==> src/design/flash_seq_pkg.sv <==
// constants and types shared by the flash erase command sequencer
// assumes a single pclk domain and an APB3 register port
// Summary of operation
// erase whole 512-byte pages only
// erased page bytes all read FFH
// target page latched from page select
// protected sector pages are never erased (the code blocks page and pin erase only; mass erase still erases them)
// 95h when unlocked with page set erases
// stall core while erase runs
// relock after page erase completes
// mass erase only from debug interface
// 63H unlocked and enabled mass erases, relocks
// debugger polls status until erase done
// status readable at any time
// FF8H writes command, reads status
// unlock is 73H then 8CH
// erase accepted only as third command
// 5EH enables sector protect access
// state codes for lock sequence positions
// busy codes 001xxx, 010xxx, 100xxx
// status bits 7:6 read zero
// no byte programmed twice between erases
// bypass routes array controls to pins
// page erase still works in bypass
// wrong command relocks without operation (a third command other than 95H, 63H or 5EH goes to the unlocked state 03)
// reset leaves controller locked, state zero
package flash_seq_pkg;
    localparam logic [11:0] command_addr = 12'hFF8;
    localparam logic [11:0] page_select_addr = 12'hFF9;
    localparam logic [11:0] protect_addr = 12'hFFA;
    localparam logic [11:0] control_addr = 12'hFFB;
    localparam logic [7:0] cmd_unlock1 = 8'h73;
    localparam logic [7:0] cmd_unlock2 = 8'h8C;
    localparam logic [7:0] cmd_page_erase = 8'h95;
    localparam logic [7:0] cmd_mass_erase = 8'h63;
    localparam logic [7:0] cmd_protect_sel = 8'h5E;
    localparam logic [7:0] erased_byte = 8'hFF;
    localparam int page_bytes = 512;
    localparam logic [7:0] page_select_reset = 8'h00;
    localparam logic [7:0] protect_reset = 8'h00;
    localparam logic [5:0] st_locked = 6'h00;
    localparam logic [5:0] st_first = 6'h01;
    localparam logic [5:0] st_second = 6'h02;
    localparam logic [5:0] st_unlocked = 6'h03;
    localparam logic [5:0] st_protect = 6'h04;
    localparam logic [5:0] st_page_busy = 6'h10;
    localparam logic [5:0] st_mass_busy = 6'h20;
    typedef enum logic [2:0] {
        s_locked = 3'h0,
        s_first = 3'h1,
        s_second = 3'h3,
        s_unlocked = 3'h2,
        s_protect = 3'h6,
        s_page = 3'h7,
        s_mass = 3'h5
    } seq_state_t;
endpackage

==> src/design/erase_if.sv <==
// handshake between the sequencer and its erase walker
// assumes one clock; start is a one-cycle pulse
`timescale 1ns/1ns
`default_nettype none
interface erase_if #(parameter int aw = 10);
    logic start;
    logic mass;
    logic [aw-1:0] first_addr;
    logic [aw-1:0] last_addr;
    logic busy;
    logic done;
    modport ctrl (output start, output mass, output first_addr, output last_addr,
        input busy, input done);
    modport walk (input start, input mass, input first_addr, input last_addr,
        output busy, output done);
endinterface
`default_nettype wire

==> src/design/erase_walker.sv <==
// walks a byte range of the array writing the erased value
// assumes the array accepts one byte write per clock
`timescale 1ns/1ns
`default_nettype none
module erase_walker
    import flash_seq_pkg::*;
#(
    parameter int aw = 10
) (
    input wire logic pclk,
    input wire logic presetn,
    erase_if.walk ctl,
    output logic arr_we,
    output logic [aw-1:0] arr_addr,
    output logic [7:0] arr_wdata
);
    logic [aw-1:0] last;
    always_ff @(posedge pclk or negedge presetn) begin
        if (!presetn) begin
            ctl.busy <= 1'b0;
            arr_addr <= '0;
            last <= '0;
        end else if (ctl.start && !ctl.busy) begin
            ctl.busy <= 1'b1;
            arr_addr <= ctl.first_addr;
            last <= ctl.last_addr;
        end else if (ctl.busy) begin
            if (arr_addr == last) begin
                ctl.busy <= 1'b0;
            end else begin
                arr_addr <= arr_addr + 1'b1;
            end
        end
    end
    always_ff @(posedge pclk or negedge presetn) begin
        if (!presetn) begin
            ctl.done <= 1'b0;
        end else begin
            ctl.done <= ctl.busy && (arr_addr == last);
        end
    end
    assign arr_we = ctl.busy;
    assign arr_wdata = erased_byte;
endmodule
`default_nettype wire

==> src/design/flash_erase_command_sequencer.sv <==
// flash command sequencer: unlock, page and mass erase, status, bypass
// assumes APB3 from core or debugger; dbg_access marks debugger transfers
`timescale 1ns/1ns
`default_nettype none
module flash_erase_command_sequencer
    import flash_seq_pkg::*;
#(
    parameter int pages = 2,
    parameter int sectors = 2
) (
    input wire logic pclk,
    input wire logic presetn,
    input wire logic psel,
    input wire logic penable,
    input wire logic pwrite,
    input wire logic [11:0] paddr,
    input wire logic [31:0] pwdata,
    output logic [31:0] prdata,
    output logic pready,
    output logic pslverr,
    input wire logic dbg_access,
    output logic core_stall,
    input wire logic bypass_we,
    input wire logic [9:0] bypass_addr,
    input wire logic [7:0] bypass_wdata,
    input wire logic bypass_erase,
    output logic arr_we,
    output logic [9:0] arr_addr,
    output logic [7:0] arr_wdata
);
    import flash_seq_pkg::*;

    seq_state_t state;
    logic [7:0] page_select;
    logic [7:0] protect;
    logic page_set;
    logic mass_enable;
    logic bypass_mode;
    logic [5:0] status;
    logic wr;
    logic rd;
    logic [7:0] cmd;
    logic walk_we;
    logic [9:0] walk_addr;
    logic [7:0] walk_wdata;
    logic erase_ok;
    logic page_go;
    logic mass_go;

    erase_if #(.aw(10)) eif ();

    function automatic logic sector_prot(input logic [7:0] pg, input logic [7:0] prot);
        int sec;
        sec = (int'(pg) * sectors) / pages;
        return (sec < 8) ? prot[sec[2:0]] : 1'b1;
    endfunction

    assign wr = psel && penable && pwrite;
    assign rd = psel && penable && !pwrite;
    assign cmd = pwdata[7:0];
    assign pready = 1'b1;
    assign pslverr = 1'b0;
    // page must exist and its sector be unprotected
    assign erase_ok = page_set && (int'(page_select) < pages)
        && !sector_prot(page_select, protect);
    // erases are only taken as the third command, straight after the second unlock
    assign page_go = wr && paddr == command_addr && state == s_second
        && cmd == cmd_page_erase && erase_ok;
    // a core-side mass erase request never reaches the walker
    assign mass_go = wr && paddr == command_addr && state == s_second
        && cmd == cmd_mass_erase && mass_enable && dbg_access;

    always_ff @(posedge pclk or negedge presetn) begin
        if (!presetn) begin
            state <= s_locked;
        end else begin
            case (state)
                s_page, s_mass: begin
                    if (eif.done) begin
                        state <= s_locked;
                    end
                end
                default: begin
                    if (wr && paddr == command_addr) begin
                        if (state == s_locked && cmd == cmd_unlock1) begin
                            state <= s_first;
                        end else if (state == s_first && cmd == cmd_unlock2) begin
                            state <= s_second;
                        end else if (state == s_second) begin
                            if (page_go) begin
                                state <= s_page;
                            end else if (mass_go) begin
                                state <= s_mass;
                            end else if (cmd == cmd_protect_sel) begin
                                state <= s_protect;
                            end else if (cmd == cmd_page_erase || cmd == cmd_mass_erase) begin
                                state <= s_locked;
                            end else begin
                                state <= s_unlocked;
                            end
                        end else if (state == s_unlocked && cmd == cmd_protect_sel) begin
                            state <= s_protect;
                        end else begin
                            state <= s_locked;
                        end
                    end
                end
            endcase
        end
    end

    always_ff @(posedge pclk or negedge presetn) begin
        if (!presetn) begin
            page_select <= page_select_reset;
            page_set <= 1'b0;
        end else if (wr && paddr == page_select_addr && state != s_page) begin
            page_select <= pwdata[7:0];
            page_set <= 1'b1;
        end
    end

    always_ff @(posedge pclk or negedge presetn) begin
        if (!presetn) begin
            protect <= protect_reset;
        end else if (wr && paddr == protect_addr && state == s_protect) begin
            protect <= protect | pwdata[7:0];
        end
    end

    always_ff @(posedge pclk or negedge presetn) begin
        if (!presetn) begin
            mass_enable <= 1'b0;
            bypass_mode <= 1'b0;
        end else if (wr && paddr == control_addr) begin
            mass_enable <= pwdata[0] & dbg_access;
            bypass_mode <= pwdata[1];
        end
    end

    always_comb begin
        case (state)
            s_locked: status = st_locked;
            s_first: status = st_first;
            s_second: status = st_second;
            s_unlocked: status = st_unlocked;
            s_protect: status = st_protect;
            s_page: status = st_page_busy;
            s_mass: status = st_mass_busy;
            default: status = st_locked;
        endcase
    end

    always_ff @(posedge pclk or negedge presetn) begin
        if (!presetn) begin
            prdata <= 32'h00000000;
        end else if (psel && !penable && !pwrite) begin
            case (paddr)
                command_addr: prdata <= {26'h0, status};
                page_select_addr: prdata <= {24'h0, page_select};
                protect_addr: prdata <= {24'h0, protect};
                control_addr: prdata <= {30'h0, bypass_mode, mass_enable};
                default: prdata <= 32'h00000000;
            endcase
        end
    end

    // page erase from pins also goes through the walker
    assign eif.start = page_go || mass_go
        || (bypass_mode && bypass_erase && state == s_locked && erase_ok);
    assign eif.mass = mass_go;
    assign eif.first_addr = mass_go ? 10'h000
        : 10'(int'(page_select) * page_bytes);
    assign eif.last_addr = mass_go ? 10'(pages * page_bytes - 1)
        : 10'(int'(page_select) * page_bytes + page_bytes - 1);

    erase_walker #(.aw(10)) walker (
        .pclk(pclk),
        .presetn(presetn),
        .ctl(eif),
        .arr_we(walk_we),
        .arr_addr(walk_addr),
        .arr_wdata(walk_wdata)
    );

    assign core_stall = (state == s_page) || (state == s_mass) || eif.busy;
    // pins own the array only while no erase walks it
    assign arr_we = eif.busy ? walk_we : (bypass_mode && bypass_we);
    assign arr_addr = eif.busy ? walk_addr : bypass_addr;
    assign arr_wdata = eif.busy ? walk_wdata : bypass_wdata;

    a_reset_locked: assert property (@(posedge pclk) $rose(presetn) |-> status == st_locked)
        else $error("not locked after reset");
    a_unlock_step: assert property (@(posedge pclk) disable iff (!presetn)
        (state == s_locked && wr && paddr == command_addr && cmd == cmd_unlock1)
        |=> status == st_first) else $error("first unlock missed");
    a_page_start: assert property (@(posedge pclk) disable iff (!presetn)
        page_go |=> status == st_page_busy && core_stall) else $error("erase not started");
    a_core_no_mass: assert property (@(posedge pclk) disable iff (!presetn)
        (wr && !dbg_access && state == s_second) |=> state != s_mass)
        else $error("core began mass erase");
    a_relock_done: assert property (@(posedge pclk) disable iff (!presetn)
        (state == s_page && eif.done) |=> status == st_locked) else $error("no relock");
    a_bad_cmd: assert property (@(posedge pclk) disable iff (!presetn)
        (state == s_first && wr && paddr == command_addr && cmd != cmd_unlock2)
        |=> state == s_locked) else $error("bad command kept");
    a_reserved_zero: assert property (@(posedge pclk) disable iff (!presetn)
        (rd && paddr == command_addr) |-> prdata[7:6] == 2'b00) else $error("reserved set");
    a_erase_value: assert property (@(posedge pclk) disable iff (!presetn)
        eif.busy |-> arr_we && arr_wdata == erased_byte) else $error("bad erase data");
    c_page: cover property (@(posedge pclk) disable iff (!presetn) page_go);
    c_mass: cover property (@(posedge pclk) disable iff (!presetn) mass_go);
    c_protect: cover property (@(posedge pclk) disable iff (!presetn) state == s_protect);
    c_relock: cover property (@(posedge pclk) disable iff (!presetn)
        state == s_page && eif.done);
    c_pin_erase: cover property (@(posedge pclk) disable iff (!presetn)
        bypass_mode && bypass_erase && eif.start);
endmodule
`default_nettype wire

==> config.mk <==
export PLATFORM = sky130hd
export DESIGN_NAME = flash_erase_command_sequencer
export DESIGN_NICKNAME = d
export VERILOG_FILES = /design/src/design/flash_seq_pkg.sv /design/src/design/erase_if.sv /design/src/design/erase_walker.sv /design/src/design/flash_erase_command_sequencer.sv
export SDC_FILE = /design/constraint.sdc
export NUM_CORES = 1
export LEC_CHECK = 0
export BUFFER_PORTS_ARGS = -buffer_cell sky130_fd_sc_hd__buf_2
export CELL_PAD_IN_SITES_DETAIL_PLACEMENT = 2
export CELL_PAD_IN_SITES_GLOBAL_PLACEMENT = 2
export CORE_ASPECT_RATIO = 0.8
export CORE_MARGIN = 2
export CORE_UTILIZATION = 27
export DETAILED_ROUTE_END_ITERATION = 12
export PLACE_DENSITY = 0.82
export SLEW_MARGIN = 5
export SYNTH_ARGS = -nofsm -noshare
export SYNTH_HDL_FRONTEND = slang
export SYNTH_SLANG_ARGS = --single-unit
==> constraint.sdc <==
create_clock -name pclk -period 2.4 [get_ports pclk]
set_input_delay 0.24 -clock pclk [delete_from_list [all_inputs] [get_ports pclk]]
set_output_delay 0.24 -clock pclk [all_outputs]
set_load 0.005 [all_outputs]
* Word-level counts from Yosys, hierarchy flattened *
Cells that the tools add are included.

word-level totals
  output and inout bits = 54
  input port bits = 70
  word-level logic and storage cells = 107
  register bits after elaboration = 76

cells by class
  add/subtract/negate cells = 3
  equal/unequal tests = 19
  reduce and logical (&&, ||, !) cells = 42
  multiplexer cells = 27
  magnitude comparators = 3
  bitwise operators = 2

operators by type and width
  operator                                                               count
  10-bit 2-to-1 mux                                                      6
  12-bit equality test, second input constant                            4
  6-bit one-hot mux with 6 select lines                                  1
  8-bit one-hot mux with 4 select lines                                  1
  3-bit 2-to-1 mux                                                       10
  1-bit logical AND                                                      27
  8-bit by 7-bit equality test with 1-bit output, second input constant  3
  8-bit equality test, second input constant                             2
  10-bit by 1-bit adder with 10-bit output, second input constant        1
  10-bit adder, second input constant                                    1
  10-bit equality test                                                   1
  10-bit by 1-bit subtractor with 10-bit output, second input constant   1
  3-bit equality test, second input constant                             3
  8-bit by 2-bit < comparator with 1-bit output, second input constant   1
  8-bit by 4-bit < comparator with 1-bit output, second input constant   1
  8-bit 2-to-1 mux                                                       1
  8-bit bitwise OR                                                       1
  3-bit by 2-bit equality test with 1-bit output, second input constant  2
  1-bit 2-to-1 mux                                                       6
  1-bit logical OR                                                       5
  1-bit logical NOT                                                      4
  3-bit by 4-bit < comparator with 1-bit output, second input constant   1
  2-bit by 1-bit != test with 1-bit output, second input constant        2
  2-bit AND reduction                                                    2
  other kinds (8)                                                        9

* Depth between registers and ports, before layout *
  depth in word-level cells = 14
  mapped depth = 9
  depth with buffers taken out = 6

* Hierarchy *
Synthesis repeated with hierarchy kept, for this count alone.

unflattened totals
  cell total of the unflattened synthesis = 384
  area, all modules = 3543.4 µm²

by module, submodules not included
  module                         instances  area an instance (µm²)  cells an instance
  flash_erase_command_sequencer  1          2082.0                  217
  erase_walker                   1          1461.4                  167

* Least setup slack after synthesis *
OpenSTA, ideal clock, no wires.

  kind = reg2reg
  from = reg page_select[6]
  to = reg walker.arr_addr[3]
  required time = 2279 ps
  setup time = 121 ps
  cell stages (with the launch flop) = 7
  arrival time = 1648 ps
  path slack = 631 ps
  path through = dfrtp_1 > nor4b_2 > nand3_1 > o22ai_2 > a21oi_2 > a211o_1 > a22o_1

on the way
  word-level cells in the longest chain between the ends = 10
  elaborated cells on any way between the ends = 15
  classes of those cells = order compare (2); eq/ne (1); mux (2); reduce/logical (10)

RTL lines
  element                                                                                          RTL line                              source
  from (decl)                                                                                      flash_erase_command_sequencer.sv:34   logic [7:0] page_select;
  from (signal assigned)                                                                           flash_erase_command_sequencer.sv:114  page_select <= page_select_reset;
  from (signal assigned)                                                                           flash_erase_command_sequencer.sv:117  page_select <= pwdata[7:0];
  8-bit by 4-bit < comparator with 1-bit output                                                    flash_erase_command_sequencer.sv:55   return (sec < 8) ? prot[sec[2:0]] : 1'b1;
  1-bit 2-to-1 mux                                                                                 flash_erase_command_sequencer.sv:55
  1-bit logical NOT                                                                                flash_erase_command_sequencer.sv:65   && !sector_prot(page_select, protect);
  1-bit logical AND (*)                                                                            flash_erase_command_sequencer.sv:65
  1-bit logical AND                                                                                flash_erase_command_sequencer.sv:68   && cmd == cmd_page_erase && erase_ok;
  1-bit logical OR                                                                                 flash_erase_command_sequencer.sv:168  assign eif.start = page_go || mass_go
  1-bit logical OR (*)                                                                             flash_erase_command_sequencer.sv:169  || (bypass_mode && bypass_erase && state == s_locked && erase_ok);
  1-bit logical AND (*)                                                                            erase_walker.sv:23                    end else if (ctl.start && !ctl.busy) begin
  2-bit by 1-bit != test with 1-bit output (no source line) or 2-bit nonzero test (tied branches)  --
  2-bit AND reduction (no source line)                                                             --
  to (signal assigned)                                                                             erase_walker.sv:25                    arr_addr <= ctl.first_addr;
  to (signal assigned)                                                                             erase_walker.sv:31                    arr_addr <= arr_addr + 1'b1;
  to (decl)                                                                                        erase_walker.sv:14                    output logic [aw-1:0] arr_addr,

Mark *: on every way between the ends. The rest lies on a longest branch, timed or not.
A chain may end at the register's enable or synchronous reset.

* Worst setup path after layout *
  from = reg page_select[7]
  to = reg walker.arr_addr[2]

The elaborated chain is that of the path after synthesis.

==> impl_metrics.tcl <==
set metrics [dict create \
    place_hpwl_um 6566 \
    regToRegStartpoint "page_select[7]$_DFFE_PN0P_" \
    setup.worst_path.class "reg2reg" \
    worst-r2r-setup-slack_ps 250 \
    die_y_um 95.25 \
    final_layout_size_suffix_gt1_frac 0.3424 \
    cp_slowest_cell "dfrtp_1" \
    finalNetCount 438 \
    fmax_mhz 464.5 \
    period_share 0.8969 \
    clock_sink_count 44 \
    postCtsResizedCells 0 \
    detail_route.iter0.violations 60 \
    post-cts-setup-buffer-count 0 \
    post_synth_and_or_nand_nor_area_fraction 0.2400 \
    tritoncts.num_buffers 5 \
    synth.yosys.seq_area_share 0.3918 \
    worst_path_largest_cell_delay_ps 400 \
    final_period_minus_worst_setup_slack_ps 2153 \
    postSynthRegisterBits 44 \
    gpl.final_weighted_congestion 0.7552 \
    number_of_antenna_violating_nets_in_the_routed_design 0 \
    postLayoutCoreUtil 0.3317 \
    vdd_drop_max_mv 0.2364 \
    worst_skew_pair.late_latency_ps 280 \
    total_of_max_cap_violations 0 \
    hold_viol_final 0 \
    synthesis.yosys.warnings 0 \
    diodes 0 \
    post_synth_xor_area_fraction 0.006233 \
    route.final.wire_length_um 8601 \
    cts_max_path_buffers 2 \
    crit_path_end "walker.arr_addr[2]$_DFFE_PN0P_" \
    critical_path_buffer_and_inverter_count 0 \
    synth-edff-count 0 \
    synth.avg_cell_area_um2 9.399 \
    setup.worst_path.start "page_select[7]$_DFFE_PN0P_" \
    via_count_of_the_first_global_routing_pass 2656 \
    worst_hold_path_type "in2reg" \
    p_per_area_mw_per_mm2 492.9 \
    cp.required_ps 2550 \
    cellLeakagePower_nw 1.632 \
    cts_root_cell "clkbuf_16" \
    fin_worst_skew_ps 8.491 \
    largest_net_degree_at_the_start_of_global_routing 25 \
    setup.worst_path.end_class "register" \
    dr_pass1_iterations 4 \
    tightestPinTransition_ps 584.3 \
    grt_antenna_before_repair 0 \
    post_synth_mux_area_share 0.09484 \
    setup_repair_after_global_routing_missed_its_margin "false" \
    worstSetupPathDepth 6 \
    fill_count 1157 \
    timing.critical_path.fanout_max 10 \
    num_vias 2493 \
    synth_top_family_by_area "simple AND/OR/NAND/NOR gates" \
    syn-instance-count 299 \
    floorplan.die.width_um 118.1 \
    die_area_mm2 0.01125 \
    ports_placed_on_the_boundary 124 \
    globalRouteTotalUtil 0.1551 \
    ff2ff_path_depth 6 \
    compound_gate_fraction_of_synth_area 0.1536 \
    synthesis.area_mm2 0.002810 \
    startpoint_type "register" \
    drt-wirelength-per-cell_um 16.93 \
    htree_num_levels 2 \
    worst_ep_arrival_time_ps 2300 \
    synth_adder_area_share 0.004452 \
    synthToLayoutAreaGrowth_pct 20.39 \
    cts_tree "built" \
    fin_tns_setup_ps 0 \
    final-setup-viol-count 0 \
    grt.overflow.total 0 \
    global_route_wire_length_before_repair_um 13990 \
    hold_ws_ps 222.9 \
    timing.critical_path.max_delay_family "compound AO/OA/AOI/OAI gates" \
    io_buffer_count 73 \
    final-max-slew-violation-count 0 \
    coreArea_mm2 0.01020 \
    drc 0 \
    postCtsHoldBufs 1 \
    ys_types 66 \
    synth-main-ff-cell "dfrtp_1" \
    worst_slew_margin_rel 0.6105 \
    critical_path.cell_chain "nor4_1 > nand3_1 > o22ai_2 > a21oi_2 > o311ai_0 > nand2_1" \
    status "finished, final reports clean" \
    effective_utilization_at_floorplan 0.2755 \
    worstReg2RegEnd "walker.arr_addr[2]$_DFFE_PN0P_" \
    avgViaCountPerCell 4.907 \
    clk_pin_slew_ps 60 \
    std_cell_rows 33 \
    synth_async_sr_flop_share 1.000 \
    p_total_mw 1.668 \
]
[through the flow]
stage	instances	instance area [um^2]	worst slack [ps]
final	508	3383	247.4
after global placement	499	3191	408.9
after floorplan	323	2900	630.8
after global routing	508	3383	82.82
after detailed placement	499	3191	259.1
after CTS	508	3383	257.8
[power breakdown]
part,internal (mW),switching [mW],total (mW)
combinational,0.0368,0.0600,0.0968
clock,0.548,0.280,0.829
sequential,0.742,0.000393,0.742
total,1.33,0.341,1.67
[cell usage in the layout (no fill, tap or decap), types with 2 or more instances in the layout]
master / Yosys / final
buf_2: 4 / 73
dfrtp_1: 44 / 44
nand2_1: 34 / 34
conb_1: 2 / 26
mux2_2: 19 / 19
nand3_1: 17 / 17
o21ai_0: 14 / 14
nor2_1: 12 / 12
or2_2: 9 / 9
a21oi_1: 9 / 9
a21o_1: 9 / 9
and3_1: 8 / 8
nor3_1: 7 / 7
nor4_1: 5 / 5
nand4_1: 5 / 5
clkbuf_16: 0 / 5
a22oi_1: 4 / 4
inv_1: 4 / 4
a211oi_1: 4 / 4
buf_4: 28 / 4
mux2i_1: 3 / 3
nor2b_1: 3 / 3
o21bai_1: 3 / 3
xor2_1: 2 / 2
and4bb_2: 2 / 2
or4_1: 2 / 2
clkbuf_8: 0 / 2
[routing by layer]
layer | GRT usage | vias to the layer above | part of all wire
met4 | 0.03213 | 0 | 0.0040
met1 | 0.2048 | 1277 | 0.45
met3 | 0.02452 | 2 | 0.036
met2 | 0.2712 | 48 | 0.51
met5 | 0 | - | 0
li1 | - | 1166 | -
[sequential cells by signal, summed over array words and instances, names as in the netlist]
signal / flops
page_set: 1
walker.arr_addr: 10
page_select: 8
prdata: 8
protect: 8
bypass_mode: 1
mass_enable: 1
walker.ctl.done: 1
walker.arr_we: 1
walker.last: 2
state: 3
[cells by family after synthesis]
| kind of cell | Yosys count |
|---|---|
| AOI/OAI and AO/OA | 60 |
| DFF | 44 |
| xor gates and xnor gates | 2 |
| and+or+nand+nor | 121 |
| adders and majority gates | 1 |
| muxes | 23 |
| other | 2 |
| buffers and inverters | 46 |
[cell usage after synthesis, drive strengths merged (3+ instances only)]
master | count | area [um^2]
a211oi | 5 | 42.54
a21o | 9 | 67.56
a21oi | 10 | 53.80
a22oi | 4 | 30.03
and3 | 8 | 50.05
buf | 35 | 256.5
clkbuf | 6 | 23.77
dfrtp | 44 | 1101
inv | 4 | 15.01
mux2 | 19 | 214.0
mux2i | 3 | 30.03
nand2 | 34 | 127.6
nand3 | 17 | 85.08
nand4 | 5 | 31.28
nor2 | 12 | 45.04
nor2b | 4 | 32.53
nor3 | 8 | 45.04
nor4 | 5 | 31.28
o21ai | 15 | 75.07
o21bai | 3 | 22.52
or2 | 9 | 56.30
[final cells by class]
type	instances	area, um^2	share of cell area
clock buffer	7	152.6	0.04512
clock inverter	1	30.03	0.008876
inverter	5	18.77	0.005547
multi-input combinational	233	1500	0.4434
sequential	44	1101	0.3254
tap	140	175.2	0.05178
timing repair buffer	78	405.4	0.1198
[worst min path at each step]
stage	slack, ps	cells past startpoint	from	to
final	220	2	pwdata[5]	protect[5]$_DFFE_PN0P_
after global routing	230	2	pwdata[5]	protect[5]$_DFFE_PN0P_
after CTS	220	2	pwdata[5]	protect[5]$_DFFE_PN0P_
after detailed placement	230	1	presetn	protect[3]$_DFFE_PN0P_
after global placement	220	1	presetn	protect[3]$_DFFE_PN0P_
after floorplan	-60	0	presetn	bypass_mode$_DFFE_PN0P_
No activity file was read; power rests on OpenSTA's default activity.
